**src/design/protect_pkg.sv**
```systemverilog
// Constants, register layouts and state types of the supervisor.
// Assumes a 25 MHz APB clock; timing derives from it.
package protect_pkg;
    // Clock and timing base
    localparam int unsigned CLK_HZ = 25_000_000;
    localparam int unsigned TICK_MS = 100;
    localparam int unsigned TICK_CYCLES_DEF = CLK_HZ / 1000 * TICK_MS;
    localparam int unsigned TICK_W = 22;
    localparam int unsigned BRAKE_CAP_S = 15;
    localparam logic [7:0] BRAKE_CAP_TICKS = 8'(BRAKE_CAP_S * 1000 / TICK_MS);
    localparam logic [6:0] DUTY_WINDOW_TICKS = 7'h64;
    // Register byte offsets
    localparam logic [7:0] A_CTRL = 8'h00;
    localparam logic [7:0] A_FUNC = 8'h04;
    localparam logic [7:0] A_OSEL = 8'h08;
    localparam logic [7:0] A_QUAL = 8'h0C;
    localparam logic [7:0] A_TH_V = 8'h10;
    localparam logic [7:0] A_TH_C = 8'h14;
    localparam logic [7:0] A_TH_I = 8'h18;
    localparam logic [7:0] A_DUTY = 8'h1C;
    localparam logic [7:0] A_RATED = 8'h20;
    localparam logic [7:0] A_CLEAR = 8'h24;
    localparam logic [7:0] A_STATUS = 8'h28;
    localparam int unsigned CLEAR_BIT = 0;
    // Reset values
    localparam logic [31:0] CTRL_RST = 32'h0000_0002;
    localparam logic [31:0] FUNC_RST = 32'h0004_0003;
    localparam logic [31:0] OSEL_RST = 32'h0011_0011;
    localparam logic [10:0] QUAL_RST = 11'h00A;
    localparam logic [4:0] DUTY_RST = 5'h0A;
    localparam logic [11:0] TH_V_RST = 12'h200;
    localparam logic [11:0] TH_C_RST = 12'h200;
    localparam logic [11:0] TH_I_RST = 12'h200;
    localparam logic [11:0] RATED_RST = 12'h800;
    localparam logic [19:0] OL_TRIP_LEVEL = 20'h0_4000;
    // Codes and ranges
    localparam logic [4:0] FN_EXT_A = 5'h12;
    localparam logic [4:0] FN_EXT_B = 5'h13;
    localparam logic [4:0] FN_MAX = 5'h1B;
    localparam logic [4:0] SEL_OVERLOAD = 5'h06;
    localparam logic [4:0] SEL_SPEED_LOSS = 5'h0B;
    localparam logic [4:0] SEL_MAX = 5'h13;
    localparam logic [10:0] QUAL_MIN = 11'h001;
    localparam logic [10:0] QUAL_MAX = 11'h4B0;
    localparam logic [4:0] DUTY_MAX = 5'h1E;
    localparam logic [1:0] CRIT_OFF = 2'h0;
    localparam logic [1:0] CRIT_HALF = 2'h1;
    localparam logic [1:0] REACT_COAST = 2'h1;
    localparam logic [1:0] REACT_DECEL = 2'h2;
    localparam logic [1:0] SRC_V = 2'h0;
    localparam logic [1:0] SRC_I = 2'h1;

    typedef enum logic [1:0] {
        BRK_IDLE = 2'b00,
        BRK_ON = 2'b01,
        BRK_CAPPED = 2'b10
    } brake_e;

    typedef struct packed {
        logic [23:0] rsvd;
        logic [1:0] speed_source;
        logic [1:0] speed_loss_reaction;
        logic [1:0] speed_loss_criterion;
        logic brake_limit_mode;
        logic open_phase_enable;
    } ctrl_s;

    typedef struct packed {
        logic [10:0] rsvd_hi;
        logic [4:0] hi;
        logic [10:0] rsvd_lo;
        logic [4:0] lo;
    } pair5_s;

    typedef struct packed {
        logic [23:0] rsvd;
        logic brake_capped;
        logic decel_stop;
        logic speed_loss;
        logic speed_trip;
        logic overload_trip;
        logic ext_b_trip;
        logic ext_a_trip;
        logic open_phase_trip;
    } status_s;

    typedef struct packed {
        ctrl_s ctrl;
        pair5_s func;
        pair5_s osel;
        logic [10:0] qual;
        logic [11:0] th_v;
        logic [11:0] th_c;
        logic [11:0] th_i;
        logic [4:0] duty;
        logic [11:0] rated;
        logic [4:0] sync1;
        logic [4:0] sync2;
        logic [TICK_W-1:0] tick_cnt;
        logic tick;
        logic ack;
        logic [31:0] prdata;
        status_s st;
        logic etb_src;
        logic [19:0] ol_acc;
        logic [10:0] loss_cnt;
        brake_e brk;
        logic [7:0] brk_run;
        logic [6:0] win_cnt;
        logic [6:0] on_cnt;
        logic brake;
        logic block;
        logic relay;
        logic dout2;
    } state_s;
endpackage : protect_pkg

```
**src/design/drive_protection_supervisor.sv**
```systemverilog
// Protection supervisor: trips, speed loss and brake duty.
// Set up over APB.
// Assumes phase and contact pins are asynchronous;
// analog and brake inputs come from pclk logic.
// Notes on behaviour
// - With supervision on, any open output phase blocks the output.
// - Open-phase supervision enable is 0 off, 1 on, default off.
// - Input function code 18 is N.O. external trip, 19 is N.C.
// - Function codes span 0 to 27; input 4 defaults 3, input 5 defaults 4.
// - N.O. trip: open contact is normal, closed contact blocks output.
// - N.C. trip: closed contact is normal, opening it blocks output.
// - N.C. trip clears only with contact closed and function unchanged.
// - Output select 6 shows inverter overload trip; range 0-19, default 17.
// - Overcurrent trips after a delay shrinking as the excess grows.
// - Loss criterion: 0 off, 1 below half threshold, 2 below threshold.
// - Combined source, criterion 2: either input below its own threshold; voltage is compared with the combined threshold instead.
// - Loss acted on after qualification time, 0.1-120.0 s, default 1.0 s.
// - Loss reaction: 0 keep running, 1 coast block, 2 decelerate; default 0.
// - Output select 11 shows a speed-command loss.
// - Brake limit mode 0 unrestricted, 1 duty limited; default 1.
// - Brake duty 0-30 percent, default 10, applied only in mode 1.
// - Continuous braking stops after 15 seconds.
// - Duty limit bounds brake on-time per operation cycle; a fixed 10 s window is used instead.
`timescale 1ns/100ps
`default_nettype none
module drive_protection_supervisor
    import protect_pkg::*;
#(
    parameter int unsigned TICK_CYCLES = TICK_CYCLES_DEF
)
(
    input wire logic pclk,
    input wire logic presetn,
    input wire logic psel,
    input wire logic penable,
    input wire logic pwrite,
    input wire logic [7:0] paddr,
    input wire logic [31:0] pwdata,
    output logic [31:0] prdata,
    output logic pready,
    output logic pslverr,
    input wire logic [2:0] phase_open,
    input wire logic digital_input_4,
    input wire logic digital_input_5,
    input wire logic [11:0] analog_voltage_input,
    input wire logic [11:0] analog_current_input,
    input wire logic [11:0] drive_input_current,
    input wire logic brake_request,
    output logic output_block,
    output logic decel_stop_req,
    output logic speed_loss_flag,
    output logic relay_output,
    output logic digital_output2,
    output logic brake_drive
);

    state_s s_q;
    state_s s_d;

    // Address decode shared by write enable and error answer
    function automatic logic addr_ok(input logic [7:0] a);
        logic ok;
        if (a == A_CTRL) ok = 1'b1;
        else if (a == A_FUNC) ok = 1'b1;
        else if (a == A_OSEL) ok = 1'b1;
        else if (a == A_QUAL) ok = 1'b1;
        else if (a == A_TH_V) ok = 1'b1;
        else if (a == A_TH_C) ok = 1'b1;
        else if (a == A_TH_I) ok = 1'b1;
        else if (a == A_DUTY) ok = 1'b1;
        else if (a == A_RATED) ok = 1'b1;
        else if (a == A_CLEAR) ok = 1'b1;
        else if (a == A_STATUS) ok = 1'b1;
        else ok = 1'b0;
        return ok;
    endfunction : addr_ok

    // Out-of-range codes keep the previous setting
    function automatic logic [4:0] keep5(input logic [4:0] v,
        input logic [4:0] old, input logic [4:0] max);
        return (v > max) ? old : v;
    endfunction : keep5

    // Output select decode, shared by both outputs
    function automatic logic out_sel(input logic [4:0] code,
        input status_s st);
        logic o;
        o = 1'b0;
        if (code == SEL_OVERLOAD) o = st.overload_trip;
        else if (code == SEL_SPEED_LOSS) o = st.speed_loss;
        return o;
    endfunction : out_sel

    logic access;
    logic xfer;
    logic wr;
    logic clr;
    logic [2:0] ph;
    logic in4;
    logic in5;
    logic ea_cause;
    logic eb_cause;
    logic eb_ok;
    logic over;
    logic [11:0] excess;
    logic [11:0] lim_v;
    logic [11:0] lim_c;
    logic [11:0] lim_i;
    logic loss_cond;
    logic loss_q;
    logic duty_ok;
    logic [31:0] rd;

    // APB answer: one wait state so read data leaves a flip-flop
    assign access = psel & penable;
    assign pready = access & s_q.ack;
    assign pslverr = pready & ~addr_ok(paddr);
    assign xfer = pready & addr_ok(paddr);
    assign wr = xfer & pwrite;
    assign clr = wr & (paddr == A_CLEAR) & pwdata[CLEAR_BIT];
    assign prdata = s_q.prdata;

    // Synchronised pins; contact high means closed to common
    assign ph = s_q.sync2[4:2];
    assign in4 = s_q.sync2[1];
    assign in5 = s_q.sync2[0];

    // Trip cause terms
    always_comb
    begin
        // closed contact on an 18-coded input
        ea_cause = ((s_q.func.lo == FN_EXT_A) & in4)
                 | ((s_q.func.hi == FN_EXT_A) & in5);
        // open contact on a 19-coded input
        eb_cause = ((s_q.func.lo == FN_EXT_B) & ~in4)
                 | ((s_q.func.hi == FN_EXT_B) & ~in5);
        // tripping input closed again, still coded 19
        eb_ok = s_q.etb_src ? ((s_q.func.hi == FN_EXT_B) & in5)
                            : ((s_q.func.lo == FN_EXT_B) & in4);
        over = drive_input_current > s_q.rated;
        excess = over ? (drive_input_current - s_q.rated) : 12'h000;
    end

    // Speed-command loss condition
    always_comb
    begin
        if (s_q.ctrl.speed_loss_criterion == CRIT_HALF)
        begin
            lim_v = s_q.th_v >> 1;
            lim_c = s_q.th_c >> 1;
            lim_i = s_q.th_i >> 1;
        end
        else
        begin
            lim_v = s_q.th_v;
            lim_c = s_q.th_c;
            lim_i = s_q.th_i;
        end
        if (s_q.ctrl.speed_loss_criterion == CRIT_OFF)
            loss_cond = 1'b0;
        else if (s_q.ctrl.speed_source == SRC_V)
            loss_cond = analog_voltage_input < lim_v;
        else if (s_q.ctrl.speed_source == SRC_I)
            loss_cond = analog_current_input < lim_i;
        else
            // voltage below the combined threshold, or current below its own
            loss_cond = (analog_voltage_input < lim_c)
                      | (analog_current_input < lim_i);
        loss_q = loss_cond & (s_q.loss_cnt >= s_q.qual);
    end

    // Read multiplexer
    always_comb
    begin
        rd = 32'h0000_0000;
        if (paddr == A_CTRL) rd = s_q.ctrl;
        else if (paddr == A_FUNC) rd = s_q.func;
        else if (paddr == A_OSEL) rd = s_q.osel;
        else if (paddr == A_QUAL) rd = {21'h0, s_q.qual};
        else if (paddr == A_TH_V) rd = {20'h0, s_q.th_v};
        else if (paddr == A_TH_C) rd = {20'h0, s_q.th_c};
        else if (paddr == A_TH_I) rd = {20'h0, s_q.th_i};
        else if (paddr == A_DUTY) rd = {27'h0, s_q.duty};
        else if (paddr == A_RATED) rd = {20'h0, s_q.rated};
        else if (paddr == A_STATUS) rd = s_q.st;
    end

    // Next-state logic for the whole block
    always_comb
    begin
        s_d = s_q;
        s_d.ack = access & ~s_q.ack;
        if (access & ~s_q.ack)
            s_d.prdata = rd;
        s_d.sync1 = {phase_open, digital_input_4, digital_input_5};
        s_d.sync2 = s_q.sync1;

        // Time base of 100 ms ticks
        s_d.tick = 1'b0;
        if (s_q.tick_cnt == TICK_W'(TICK_CYCLES - 1))
        begin
            s_d.tick_cnt = '0;
            s_d.tick = 1'b1;
        end
        else
            s_d.tick_cnt = s_q.tick_cnt + 1'b1;

        // Register writes, on the completing edge only
        if (wr)
        begin
            if (paddr == A_CTRL)
                s_d.ctrl = ctrl_s'({24'h0, pwdata[7:0]});
            else if (paddr == A_FUNC)
            begin
                s_d.func.lo = keep5(pwdata[4:0], s_q.func.lo, FN_MAX);
                s_d.func.hi = keep5(pwdata[20:16], s_q.func.hi, FN_MAX);
            end
            else if (paddr == A_OSEL)
            begin
                s_d.osel.lo = keep5(pwdata[4:0], s_q.osel.lo, SEL_MAX);
                s_d.osel.hi = keep5(pwdata[20:16], s_q.osel.hi, SEL_MAX);
            end
            else if (paddr == A_QUAL)
            begin
                if (pwdata[10:0] < QUAL_MIN) s_d.qual = QUAL_MIN;
                else if (pwdata[31:11] != '0 || pwdata[10:0] > QUAL_MAX)
                    s_d.qual = QUAL_MAX;
                else s_d.qual = pwdata[10:0];
            end
            else if (paddr == A_TH_V) s_d.th_v = pwdata[11:0];
            else if (paddr == A_TH_C) s_d.th_c = pwdata[11:0];
            else if (paddr == A_TH_I) s_d.th_i = pwdata[11:0];
            else if (paddr == A_DUTY)
                s_d.duty = keep5(pwdata[4:0], s_q.duty, DUTY_MAX);
            else if (paddr == A_RATED) s_d.rated = pwdata[11:0];
        end

        // open phase; set wins over clear
        s_d.st.open_phase_trip = (s_q.ctrl.open_phase_enable & (|ph))
            | (s_q.st.open_phase_trip & ~clr);
        s_d.st.ext_a_trip = ea_cause | (s_q.st.ext_a_trip & ~clr);
        if (eb_cause)
        begin
            s_d.st.ext_b_trip = 1'b1;
            if (~s_q.st.ext_b_trip)
                s_d.etb_src = (s_q.func.lo != FN_EXT_B) | in4;
        end
        else if (clr & eb_ok)
            s_d.st.ext_b_trip = 1'b0;

        // inverse time: excess integrated per tick
        if (s_q.tick)
        begin
            if (over)
                s_d.ol_acc = (s_q.ol_acc > ~{8'h00, excess})
                    ? 20'hF_FFFF : s_q.ol_acc + {8'h00, excess};
            else if (s_q.ol_acc != '0)
                s_d.ol_acc = s_q.ol_acc - 1'b1;
        end
        if (clr & ~over)
        begin
            s_d.ol_acc = '0;
            s_d.st.overload_trip = 1'b0;
        end
        else if (s_q.ol_acc >= OL_TRIP_LEVEL)
            s_d.st.overload_trip = 1'b1;

        if (~loss_cond)
            s_d.loss_cnt = '0;
        else if (s_q.tick & (s_q.loss_cnt != QUAL_MAX))
            s_d.loss_cnt = s_q.loss_cnt + 1'b1;
        s_d.st.speed_loss = loss_q;
        s_d.st.decel_stop = loss_q
            & (s_q.ctrl.speed_loss_reaction == REACT_DECEL);
        s_d.st.speed_trip = (loss_q
            & (s_q.ctrl.speed_loss_reaction == REACT_COAST))
            | (s_q.st.speed_trip & ~(clr & ~loss_cond));

        if (s_q.tick)
        begin
            if (s_q.win_cnt == DUTY_WINDOW_TICKS - 1'b1)
            begin
                s_d.win_cnt = '0;
                s_d.on_cnt = '0;
            end
            else
            begin
                s_d.win_cnt = s_q.win_cnt + 1'b1;
                if (s_q.brake)
                    s_d.on_cnt = s_q.on_cnt + 1'b1;
            end
        end
        duty_ok = ~s_q.ctrl.brake_limit_mode
            | (s_q.on_cnt < {2'b00, s_q.duty});

        case (s_q.brk)
            BRK_IDLE:
            begin
                s_d.brk_run = '0;
                if (brake_request & duty_ok)
                    s_d.brk = BRK_ON;
            end
            BRK_ON:
            begin
                if (~brake_request | ~duty_ok)
                    s_d.brk = BRK_IDLE;
                else if (s_q.brk_run >= BRAKE_CAP_TICKS - 1'b1)
                begin
                    if (s_q.tick)
                        s_d.brk = BRK_CAPPED;
                end
                else if (s_q.tick)
                    s_d.brk_run = s_q.brk_run + 1'b1;
            end
            BRK_CAPPED:
            begin
                if (~brake_request)
                    s_d.brk = BRK_IDLE;
            end
            default: s_d.brk = BRK_IDLE;
        endcase
        s_d.st.brake_capped = (s_d.brk == BRK_CAPPED);
        s_d.brake = (s_d.brk == BRK_ON);

        // any latched trip blocks the output
        s_d.block = s_d.st.open_phase_trip | s_d.st.ext_a_trip
            | s_d.st.ext_b_trip | s_d.st.overload_trip
            | s_d.st.speed_trip;
        s_d.relay = out_sel(s_q.osel.lo, s_q.st);
        s_d.dout2 = out_sel(s_q.osel.hi, s_q.st);
    end

    // Single state register; reset loads defaults
    always_ff @(posedge pclk or negedge presetn)
    begin
        if (!presetn)
        begin
            s_q <= '0;
            s_q.ctrl <= ctrl_s'(CTRL_RST);
            s_q.func <= pair5_s'(FUNC_RST);
            s_q.osel <= pair5_s'(OSEL_RST);
            s_q.qual <= QUAL_RST;
            s_q.th_v <= TH_V_RST;
            s_q.th_c <= TH_C_RST;
            s_q.th_i <= TH_I_RST;
            s_q.duty <= DUTY_RST;
            s_q.rated <= RATED_RST;
            s_q.brk <= BRK_IDLE;
        end
        else
            s_q <= s_d;
    end

    // Status outputs straight from flip-flops
    assign output_block = s_q.block;
    assign decel_stop_req = s_q.st.decel_stop;
    assign speed_loss_flag = s_q.st.speed_loss;
    assign relay_output = s_q.relay;
    assign digital_output2 = s_q.dout2;
    assign brake_drive = s_q.brake;

endmodule : drive_protection_supervisor
`default_nettype wire

```
**config.mk**
```make
export PLATFORM = sky130hd
export DESIGN_NAME = drive_protection_supervisor
export DESIGN_NICKNAME = d
export VERILOG_FILES = /design/src/design/protect_pkg.sv /design/src/design/drive_protection_supervisor.sv
export SDC_FILE = /design/constraint.sdc
export NUM_CORES = 1
export LEC_CHECK = 0
export BUFFER_PORTS_ARGS = -buffer_cell sky130_fd_sc_hd__buf_2
export CAP_MARGIN = 25
export CELL_PAD_IN_SITES_DETAIL_PLACEMENT = 1
export CELL_PAD_IN_SITES_GLOBAL_PLACEMENT = 2
export CORE_UTILIZATION = 36
export CTS_BUF_LIST = sky130_fd_sc_hd__clkbuf_2
export DETAILED_ROUTE_END_ITERATION = 10
export GPL_TIMING_DRIVEN = 0
export MAX_ROUTING_LAYER = met4
export PLACE_DENSITY_LB_ADDON = 0.1
export SLEW_MARGIN = 20
export SYNTH_ARGS = -nofsm -noshare
export SYNTH_HDL_FRONTEND = slang
export SYNTH_SLANG_ARGS = --single-unit
```
**constraint.sdc**
```tcl
create_clock -name pclk -period 4.1 [get_ports pclk]
set_clock_uncertainty 0.15 [all_clocks]
set_input_delay 1.23 -clock pclk [delete_from_list [all_inputs] [get_ports pclk]]
set_output_delay 1.23 -clock pclk [all_outputs]
set_load 0.02 [all_outputs]
```
# Word-level counts from Yosys, hierarchy flattened
# Index checks and enable logic that the tools add are counted.
totals:
  register_bits: 226
  in_bits: 87
  output_inout_bits: 40
  elab_cells: 250
op_classes:
  n_addsub: 8
  n_lt_le_gt_ge: 16
  eq_ne: 34
  n_mux: 60
  bitwise: 65
  reduce_logical: 27
ops:
  columns: ["op", "count"]
  rows:
  - ["$mux 12", 10]
  - ["$mux 20", 5]
  - ["$mux 21", 3]
  - ["$mux 11", 4]
  - ["$lt 12x12->1", 3]
  - ["$eq 8x5->1 const B", 4]
  - ["$mux 8", 4]
  - ["$and 1x1->1", 26]
  - ["$gt 5x5->1 const B", 5]
  - ["$not 1->1", 25]
  - ["$eq 8x6->1 const B", 3]
  - ["$mux 1", 24]
  - ["$add 22x1->22 const B", 1]
  - ["$eq 22x22->1 const B", 1]
  - ["$mux 22", 1]
  - ["$reduce_bool 21->1", 1]
  - ["$add 20x12->20", 1]
  - ["$eq 5x5->1 const B", 4]
  - ["$ge 20x15->1 const B", 1]
  - ["$gt 20x20->1", 1]
  - ["$not 12->20", 1]
  - ["$reduce_and 10->1", 2]
  - ["$reduce_bool 20->1", 1]
  - ["$sub 20x1->20 const B", 1]
  - ["39 further kinds", 78]

# Longest topological paths before layout
# Gate-level depths: netlist (run 1).
logic_depth:
  depth_word: 23
  depth_mapped: 21
  ltp_nobuf: 20

# Least setup slack after synthesis (run 1)
# OpenSTA, ideal clock, no wires.
synth_path:
  path_type: "input port to flip-flop"
  startpoint: "input drive_input_current[0]"
  endpoint: "register s_q[58] in the netlist's numbering"
  setup_time_ns: 0.135
  arrival_time_ns: 4.880
  required_ns: 3.815
  path_slack_ns: -1.064
  path_stages: 19
  n_path_buf: 2
  cell_sequence: "inv_1 > ha_1 > fa_1 > nor2b_1 > o31a_1 > o211ai_1 > a21bo_2 > clkbuf_8 > clkbuf_8 > a211oi_1 > ha_1 > and3_1 > a221oi_1 > a21oi_1 > a31oi_1 > nor2_1 > mux2_2 > nor2_1 > a211oi_1"
synth_via:
  elab_chain_cells: 8
  elab_cells_between_ends: 15
  classes_between: "2 x add/sub; 2 x order compare; 5 x mux; 3 x bitwise; 3 x reduce/logical"
synth_rtl:
  columns: ["element", "line", "rtl"]
  rows:
  - ["start: declaration", "drive_protection_supervisor.sv:47", "input wire logic [11:0] drive_input_current,"]
  - ["$sub 12x12->12 or $gt 12x12->1 (tied branches)", "drive_protection_supervisor.sv:141, drive_protection_supervisor.sv:140", null]
  - ["$mux 12", "drive_protection_supervisor.sv:141", "excess = over ? (drive_input_current - s_q.rated) : 12'h000;"]
  - ["$not 12->20", "drive_protection_supervisor.sv:255", "s_d.ol_acc = (s_q.ol_acc > ~{8'h00, excess})"]
  - ["$gt 20x20->1", "drive_protection_supervisor.sv:255", null]
  - ["$mux 20", "drive_protection_supervisor.sv:256", "? 20'hF_FFFF : s_q.ol_acc + {8'h00, excess};"]
  - ["$mux 20", "drive_protection_supervisor.sv:254", "if (over)"]
  - ["$mux 20", "drive_protection_supervisor.sv:252", "if (s_q.tick)"]
  - ["$mux 20", "drive_protection_supervisor.sv:260", "if (clr & ~over)"]
  - ["end: declaration", "drive_protection_supervisor.sv:57", "state_s s_q;"]
# Several ways; a longest one is shown, not always the timed one. The select of a mux whose other input is x is not followed.
# A chain may end at the register's enable or synchronous reset.

# Final worst setup path (run 1)
layout_path:
  startpoint: "register s_q[166] in the netlist's numbering"
  endpoint: "register s_q[53] in the netlist's numbering"
layout_via:
  elab_chain_cells: 8
  elab_cells_between_ends: 15
  classes_between: "2 x add/sub; 2 x order compare; 5 x mux; 3 x bitwise; 3 x reduce/logical"
layout_rtl:
  columns: ["element", "line"]
  rows:
  - ["$sub 12x12->12 or $gt 12x12->1 (tied branches)", "drive_protection_supervisor.sv:141, drive_protection_supervisor.sv:140"]
  - ["$mux 12", "drive_protection_supervisor.sv:141"]
  - ["$not 12->20", "drive_protection_supervisor.sv:255"]
  - ["$gt 20x20->1", "drive_protection_supervisor.sv:255"]
  - ["$mux 20", "drive_protection_supervisor.sv:256"]
  - ["$mux 20", "drive_protection_supervisor.sv:254"]
  - ["$mux 20", "drive_protection_supervisor.sv:252"]
  - ["$mux 20", "drive_protection_supervisor.sv:260"]
# Several ways; a longest one is shown, not always the timed one. The select of a mux whose other input is x is not followed.

==> impl_metrics.toml, run 1 <==
[run_status]
status = "complete, but fails checks"
violations = "negative setup slack"

[critical_path]
reg2regPathDepth = 15
r2r-start = "s_q[166]"
critical_path_arrival_ns = 4.96
rr_endpoint = "s_q[53]"
crit_required_ns = 4.90
cp-start-kind = "register"
crit_fanout = 7
path_class = "register to register"
r2r_setup_slack_ns = -0.06
end_kind = "register"

[synth]
synth_seq_cells = 211
synth_cells = 1344
ys_types = 89
synth_edf_count = 0
synthesis.area_sq_um = 13000
ys_warn_count = 0
synth-seq-area-share = 0.407
ys.flop_type = "dfrtp_1"
synthArstFlopShare = 1.00
syn_area_per_cell_sq_um = 9.69

[sta]
hold_viol_final = 0
fin_crit_sh = 1.02
fin_ws_ns = -0.0627
finalMaxSlewViolations = 0
clock.fmax_mhz = 240
maxSlewHeadroom = 0.342
period_needed_ns = 4.16
setup_viol = 7
worst_pin_slew_ns = 0.979
rsz0062_at_grt = "yes"

[cells_and_area]
post-route-util = 0.444
layout-drive-gt1-share = 0.303
syn_to_final_growth_pct = 21.3
final_common_cell = "dfrtp_1"
final_cell_mix = "dfrtp_1, nor2_1, nand2_1"
fin_nets = 1749
layout.cells.non_filler = 2092
final_area_sq_um = 15800

[detailed_routing]
wl_met2_mm = 21.5
routed.top_layer = "met4"
remaining_drc_errors = 0
drt_pass1_iterations = 5
wl_met1_mm = 20.1
drtIter0Drc = 536
num_vias = 11500
ant_nets = 0
wl_per_cell_um = 21.3
dr_wl_met3_mm = 1.78
wirelength_mm = 44.6
viasPerCell = 5.48

[grt]
grt_pass1_vias = 11900
grt_max_degree = 89
grt_antenna_before_repair = 1
grt_usage = 0.256
grt_pass1_wl_mm = 69.5
overflow = 0

[floorplan]
die-area_sq_um = 36900
ios = 127
coreArea_sq_um = 35600
die_x_um = 192
die_y_um = 192
rows = 69
start_util = 0.366

[clock_tree]
h-tree-depth = 2
clk_pin_slew_ns = 0.11
cts_tree = "yes"
numCtsBuffers = 60
clock_latency_ns = 1.03
clockBufferDepth = 3
cts.sinks = 211
root_buffer = "clkbuf_2"

[min_path]
hold_path_depth = 1
min-delay-start = "phase_open[2]"
worstHoldEndpoint = "s_d[152]"
hp-class = "input pin to register"

[place]
hpwlAfterDp_mm = 33.1
placed_area_sq_um = 14400
place_congestion = 0.869
post-place-cells = 1927
port_buffers = 105

[power_and_ir_drop]
p_leak_nw = 7.34
powerDensity_nw_per_um2 = 282
peakVddDrop_mv = 0.171

[flow_run]
max_cap_violations = 0
==> timing repair <==
action                     4_1_cts  5_1_grt
setup endpoints to repair       20       31
gates cloned                     1        0
hold endpoints to repair        55        0
hold buffers                     1        0
buffers inserted                43        6
gates resized for setup         57       22
pin swaps                       41       23
==> metrics by stage <==
stage	power (mW)	TNS, ns	hold WS (ns)	setup slack (ns)
floorplan	2.46	-12.95	0.181	-0.762
global placement	2.67	-500.06	0.183	-2.35
detailed placement	2.69	-34.01	0.186	-1.99
CTS	4.53	-0.695	0.00157	-0.109
global route	4.70	-4.39	0.0150	-0.344
finish	4.45	-0.260	0.153	-0.0627
==> per-layer routing <==
| layer | track usage | vias to the layer above |
|---|---|---|
| li1 | - | 5388 |
| met1 | 0.323 | 5752 |
| met2 | 0.414 | 238 |
| met3 | 0.0400 | 82 |
| met4 | 0.0890 | 0 |
| met5 | - | - |
==> state kept, by name, summed over array words and instances, names as in the netlist <==
| signal | cells |
|---|---|
| s_q | 178 |
| prdata | 17 |
| s_d | 5 |
| ph | 3 |
| brake_drive | 1 |
| decel_stop_req | 1 |
| digital_output2 | 1 |
| in4 | 1 |
| in5 | 1 |
| output_block | 1 |
| relay_output | 1 |
| speed_loss_flag | 1 |
==> worst max-delay path: stages, from the launching register on <==
cell	delay (ns)
dfrtp_2	0.44
inv_1	0.07
ha_1	0.44
and4_4	0.28
and2_1	0.15
o211ai_1	0.12
a21bo_4	0.27
clkbuf_16	0.17
nor3_2	0.17
ha_2	0.34
and2_1	0.17
and4_2	0.27
o41a_4	0.50
a32o_1	0.24
a32o_1	0.24
nor2_1	0.08
==> logic make-up (layout without fill, tap and decap cells) <==
logic type,Yosys count,after routing,share of synthesized area
DFF,211,211,0.407
adders and majority gates,84,84,0.0818
buffers and inverters,134,406,0.0543
other,1,16,0.000288
muxes,102,102,0.0849
xor gates and xnor gates,62,62,0.0417
AOI/OAI and AO/OA,311,311,0.164
and+or+nand+nor,439,439,0.166
==> where the power goes <==
| part | total (mW) | internal [mW] | switching, mW |
|---|---|---|---|
| logic | 0.621 | 0.266 | 0.355 |
| registers | 2.12 | 2.11 | 0.0192 |
| clock network | 1.71 | 0.685 | 1.02 |
| total | 4.45 | 3.06 | 1.40 |
==> how the worst max path moves through the flow <==
| stage | from | endpoint | slack [ns] |
|---|---|---|---|
| floorplan | drive_input_current[0] | s_q[53] | -0.76 |
| CTS | s_q[160] | s_q[45] | -0.11 |
| finish | s_q[166] | s_q[53] | -0.06 |
| global route | s_q[160] | s_q[53] | -0.34 |
| global placement | presetn | s_d[152] | -2.35 |
| detailed placement | drive_input_current[0] | s_q[45] | -1.99 |
==> cells in the mapped netlist (12+ instances only) <==
master	count	area, sq um
dfrtp_1	195	4880
nor2_1	133	499
nand2_1	114	428
ha_1	82	1030
a21oi_1	78	390
mux2_2	68	766
o21ai_0	58	290
inv_1	53	199
mux2i_1	34	340
xnor2_1	33	289
buf_4	32	240
clkbuf_1	32	120
xor2_1	29	254
nor3_1	28	140
nand3_1	27	135
nand4_1	27	169
a22oi_1	16	120
a31oi_1	16	100
dfstp_2	16	420
a221oi_1	15	131
nor2b_1	15	93.8
and3_1	13	81.3
nand2b_1	13	81.3
a21o_1	12	90.1
nor4_1	12	75.1
==> layout make-up <==
class                   instances  area (sq um)
fillers                      4185         19800
multi-input cells            1013          7560
flip-flops and latches        211          5310
repair buffers                159          1010
well taps                     461           577
plain buffers                  79           533
clock buffers                  93           465
inverters                      54           215
clock inverters                21           128
diodes                          1          2.50
No activity file was read; power rests on OpenSTA's default activity.
==> inputs of run 2 (changes only) <==
Settings changed: ABC_AREA set to 1, CORE_UTILIZATION 36 to 33, SETUP_SLACK_MARGIN set to 0.1.
==> impl_metrics.toml, run 2 <==
[run_status]
status = "finished, final reports clean"

[cells_and_area]
fillers = 5063
layout-drive-gt1-share = 0.232
final_common_cell = "nand2_1"
top_register = "s_q"
fin_nets = 2144
final_cell_mix = "nand2_1, inv_1, dfrtp_1"
syn_to_final_growth_pct = 19.5
final_area_sq_um = 16300
layout.cells.non_filler = 2545
largest_reg_flops = 178

[sta]
maxSlewHeadroom = 0.472
hold_viol_final = 0
tns_ns = 0
clock.fmax_mhz = 256
fin_crit_sh = 0.954
fin_ws_ns = 0.189
worst_pin_slew_ns = 0.786
setup_viol = 0
finalMaxSlewViolations = 0
rsz0062_at_grt = "yes"
period_needed_ns = 3.91

[grt]
grt_pass1_wl_mm = 74.4
grt_pass1_vias = 13200
grt_usage = 0.238
overflow = 0
grt_antenna_before_repair = 1
grt_max_degree = 90

[synth]
syn_area_per_cell_sq_um = 7.82
yosysTopAreaCell = "dfrtp_1"
yosys-top-cells-count = "nand2_1, inv_1, dfrtp_1, nor2_1, o21ai_0"
ys_warn_count = 0
synth_cells = 1744
synth-seq-area-share = 0.389
synth.top_cell.area_share = 0.358
ys_types = 61
synth_seq_cells = 211
synthesis.area_sq_um = 13600
yosysMostFrequentCell = "nand2_1"
synthArstFlopShare = 1.00
ys.flop_type = "dfrtp_1"
synth_edf_count = 0
synthTopCellsByArea = "dfrtp_1, nand2_1, ha_1, inv_1, o21ai_0"

[clock_tree]
numCtsBuffers = 66
clk_pin_slew_ns = 0.07
clockBufferDepth = 3
cts.sinks = 211
root_buffer = "clkbuf_2"
clock_latency_ns = 0.94
h-tree-depth = 3
cts_tree = "yes"

[detailed_routing]
ant_nets = 0
viasPerCell = 4.97
num_vias = 12600
wirelength_mm = 47.0
remaining_drc_errors = 0
drt_pass1_iterations = 5
wl_per_cell_um = 18.5
drtIter0Drc = 663

[floorplan]
rows = 74
start_util = 0.334
die_y_um = 205
coreArea_sq_um = 40800
ios = 127
die_x_um = 205
die-area_sq_um = 42100

[power_and_ir_drop]
combPwrFrac = 0.125
p_switching_mw = 1.34
pwr-share-seq = 0.480
swShare = 0.305
peakVddDrop_mv = 0.117
powerDensity_nw_per_um2 = 269
p_int_mw = 3.05
clkPwrFrac = 0.395
p_leak_nw = 7.98

[critical_path]
cp-start-kind = "input pin"
critical_path_arrival_ns = 2.53
crit_fanout = 7
end_kind = "primary output"
r2r_setup_slack_ns = 0.25
crit_required_ns = 2.72
path_class = "input pin to primary output"

[place]
port_buffers = 111
hpwlAfterDp_mm = 36.3
post-place-cells = 2403
placed_area_sq_um = 15100
place_congestion = 0.836
dp_slack_ns = -1.48

[min_path]
hp-class = "input pin to async pin"

[flow_run]
max_cap_violations = 0
## run 2: changes by cell type in the layout (fill, tap and decap cells not counted), sizes merged, moves of 25 or more
cell    before  now
clkbuf     133  108
inv         54  227
mux2        68    0
nand2      115  370
nand3       29   82
nor3        30   55
o21ai       60  189
## run 2: final cells by class
type / count / area [sq um] / area share
Antenna cell: 2 / 5.00 / 0.000307
Buffer: 67 / 498 / 0.0306
Clock buffer: 97 / 485 / 0.0298
Clock inverter: 9 / 87.6 / 0.00538
Inverter: 231 / 895 / 0.0549
Multi-Input combinational cell: 1249 / 7470 / 0.458
Sequential cell: 211 / 5300 / 0.325
Tap cell: 532 / 666 / 0.0409
Timing Repair Buffer: 147 / 886 / 0.0544
## run 2: critical path: stages
cell and delay (ns):
buf_2 0.11, nor2_4 0.19, nand3_1 0.28, nor2_4 0.31, nor3_2 0.08, nand3_4 0.11
nor2_2 0.06, buf_4 0.15
## run 2: metrics by stage
stage	hold slack, ns	util	power (mW)
after global routing	0.0795	0.399	4.66
after global placement	0.185	0.369	2.62
after detailed placement	0.186	0.371	2.64
after floorplan	0.181	-	2.42
after CTS	0.0105	0.391	4.45
final	0.106	0.399	4.39
## run 2: timing repair
action / CTS / global route
setup buffers: 17 / 17
setup endpoints to repair: 21 / 28
gates resized for setup: 24 / 56
pin swaps: 15 / 41
hold buffers: 0 / 0
## run 2: worst paths after layout
check,cells after the start,end,startpoint
max,8,pslverr,paddr[7]
min,1,s_q[50],presetn
max reg2reg,24,s_q[57],s_q[158]
min reg2reg,0,ph[1],s_d[151]
max in group asynchronous,3,s_q[226],presetn
min in group pclk,0,ph[1],s_d[151]
## run 2: cells by family after synthesis
family | synth area share
multiplexers | 0.0103
AND/OR/NAND/NOR | 0.246
buffers and inverters | 0.0977
flip-flops | 0.389
adder cells (fa/ha/maj) | 0.0782
AO/OA/AOI/OAI | 0.146
other | 0.000275
XOR/XNOR | 0.0328
## run 2: power by group through the flow
stage                     sequential (mW)  clock [mW]  combinational [mW]
after floorplan                      2.15           0               0.278
after global placement               2.15           0               0.471
after detailed placement             2.15           0               0.488
after CTS                            2.11        1.83               0.519
after global routing                 2.11        1.93               0.609
final                                2.11        1.73               0.549
## run 2: per-layer routing
metal	global-route usage	up-vias	share of wire
li1	-	6250	-
met1	0.320	6142	0.48
met2	0.369	204	0.47
met3	0.0358	51	0.035
met4	0.0693	0	0.017
met5	-	-	0
==> inputs of run 3 (changes only) <==
Settings changed: ABC_AREA 1 to not set, CORE_UTILIZATION 33 to 36.
==> impl_metrics.toml, run 3 (same netlist as run 1, synthesis figures left out) <==
[run_status]
status = "complete, but fails checks"
violations = "negative setup slack"

[detailed_routing]
wirelength_mm = 44.7
wl_per_cell_um = 21.3
ant_nets = 0
viasPerCell = 5.47
drtIter0Drc = 591
remaining_drc_errors = 0
num_vias = 11500
drt_pass1_iterations = 4

[sta]
rsz0062_at_grt = "yes"
hold_viol_final = 0
fin_crit_sh = 1.04
tns_ns = -1.09
setup_viol = 15
finalMaxSlewViolations = 0
hold_ws_ns = 0.155
fin_ws_ns = -0.174
clock.fmax_mhz = 234
maxSlewHeadroom = 0.332
period_needed_ns = 4.27
worst_pin_slew_ns = 0.993

[floorplan]
die_x_um = 192
die-area_sq_um = 36900
start_util = 0.366
rows = 69
coreArea_sq_um = 35600
ios = 127
die_y_um = 192

[clock_tree]
clock_latency_ns = 1.02
clk_pin_slew_ns = 0.10
root_buffer = "clkbuf_2"
cts_tree = "yes"
h-tree-depth = 2
cts.sinks = 211
numCtsBuffers = 60
clockBufferDepth = 3

[min_path]
hp-class = "input pin to register"

[critical_path]
crit_fanout = 6
end_kind = "register"
critical_path_arrival_ns = 5.03
path_class = "register to register"
cp-start-kind = "register"
crit_required_ns = 4.86
cp_slowest_cell = "dfrtp_2"
crit_buf_inv = 5
cp_top_family = "simple AND/OR/NAND/NOR gates"
path_cells = "inv_1, ha_1, and4_4, and2_1, o211ai_1, a21bo_2, clkbuf_16, clkbuf_16, nor3_2, ha_2, and2_1, and4_2, o41ai_4, buf_4, nor2_4, buf_6, a222oi_1"
slowest_delay_ns = 0.43

[cells_and_area]
layout.cells.non_filler = 2097
final_cell_mix = "dfrtp_1, nor2_1, nand2_1"
top_register = "s_q"
syn_to_final_growth_pct = 22.0
fillers = 4172
layout-drive-gt1-share = 0.311
fin_nets = 1754
largest_reg_flops = 178
final_common_cell = "dfrtp_1"

[power_and_ir_drop]
p_total_mw = 4.46
p_leak_nw = 7.38
peakVddDrop_mv = 0.172
powerDensity_nw_per_um2 = 281

[grt]
grt_antenna_before_repair = 1
grt_usage = 0.255
grt_pass1_vias = 11900
grt_max_degree = 89
overflow = 0
grt_pass1_wl_mm = 69.3

[place]
port_buffers = 105
post-place-cells = 1927
hpwlAfterDp_mm = 33.1
place_congestion = 0.869

[flow_run]
max_cap_violations = 0
## run 3: changes by cell type in the layout (fill, tap and decap cells not counted), sizes merged, moves of 20 or more
| cell | previous run | this run |
|---|---|---|
| xnor2 | 13 | 33 |
| inv | 227 | 54 |
| a21oi | 100 | 78 |
| nand2 | 370 | 115 |
| mux2 | 0 | 68 |
| o21ai | 189 | 60 |
| nand3 | 82 | 29 |
| mux2i | 14 | 34 |
| nor3 | 55 | 30 |
| clkbuf | 108 | 132 |
## run 3: layout make-up
cell class	instances	area, sq um	area share
diodes	1	2.50	0.000158
plain buffers	80	564	0.0355
clock buffers	93	465	0.0293
clock inverters	21	128	0.00803
inverters	54	215	0.0135
multi-input cells	1013	7600	0.478
flip-flops and latches	211	5310	0.334
well taps	461	577	0.0363
repair buffers	163	1030	0.0650
## run 3: metrics by stage
stage | cell area, sq um | setup slack, ns | util
4_1_cts | 15600 | -0.162 | 0.439
3_3_place_gp | 14300 | -2.35 | 0.403
2_1_floorplan | 13200 | -0.762 | -
3_5_place_dp | 14400 | -1.99 | 0.405
6_report | 15900 | -0.174 | 0.447
5_1_grt | 15900 | -0.437 | 0.447
## run 3: layer usage
| layer | share of wire | track usage | vias up |
|---|---|---|---|
| met3 | 0.035 | 0.0384 | 80 |
| met2 | 0.48 | 0.412 | 219 |
| met1 | 0.45 | 0.324 | 5773 |
| li1 | - | - | 5407 |
| met5 | 0 | - | - |
| met4 | 0.029 | 0.0878 | 0 |
## run 3: final timing paths
| kind | startpoint | end | slack (ns) | cells past startpoint |
|---|---|---|---|---|
| max in group asynchronous | presetn | s_q[272] | 2.32 | 3 |
| max | s_q[166] | s_q[45] | -0.17 | 17 |
| min reg2reg | s_d[148] | in5 | 0.20 | 0 |
| min | phase_open[2] | s_d[152] | 0.15 | 1 |
| max reg2reg | s_q[166] | s_q[45] | -0.17 | 17 |
| min in group asynchronous | presetn | s_q[55] | 0.60 | 2 |
## run 3: timing repair
| item | 4_1_cts | 5_1_grt |
|---|---|---|
| setup buffers | 38 | 16 |
| resized for setup | 60 | 33 |
| pin swaps | 36 | 21 |
| gates cloned | 1 | 0 |
| endpoints found under the hold margin | 55 | 0 |
| setup endpoints to repair | 31 | 31 |
| hold buffers | 1 | 0 |
## run 3: worst register-to-register path: cells and delay by family, from the launching register on
| family | cells | cell delay (ns) |
|---|---|---|
| buffers and inverters | 5 | 0.73 |
| adder cells (fa/ha/maj) | 2 | 0.77 |
| AO/OA/AOI/OAI | 4 | 1.03 |
| flip-flops | 1 | 0.43 |
| AND/OR/NAND/NOR | 6 | 1.07 |
## run 3: where the power goes
part	internal (mW)	switching (mW)	total [mW]
Combinational	0.273	0.359	0.632
Clock	0.686	1.02	1.71
Sequential	2.11	0.0190	2.12
Total	3.06	1.40	4.46
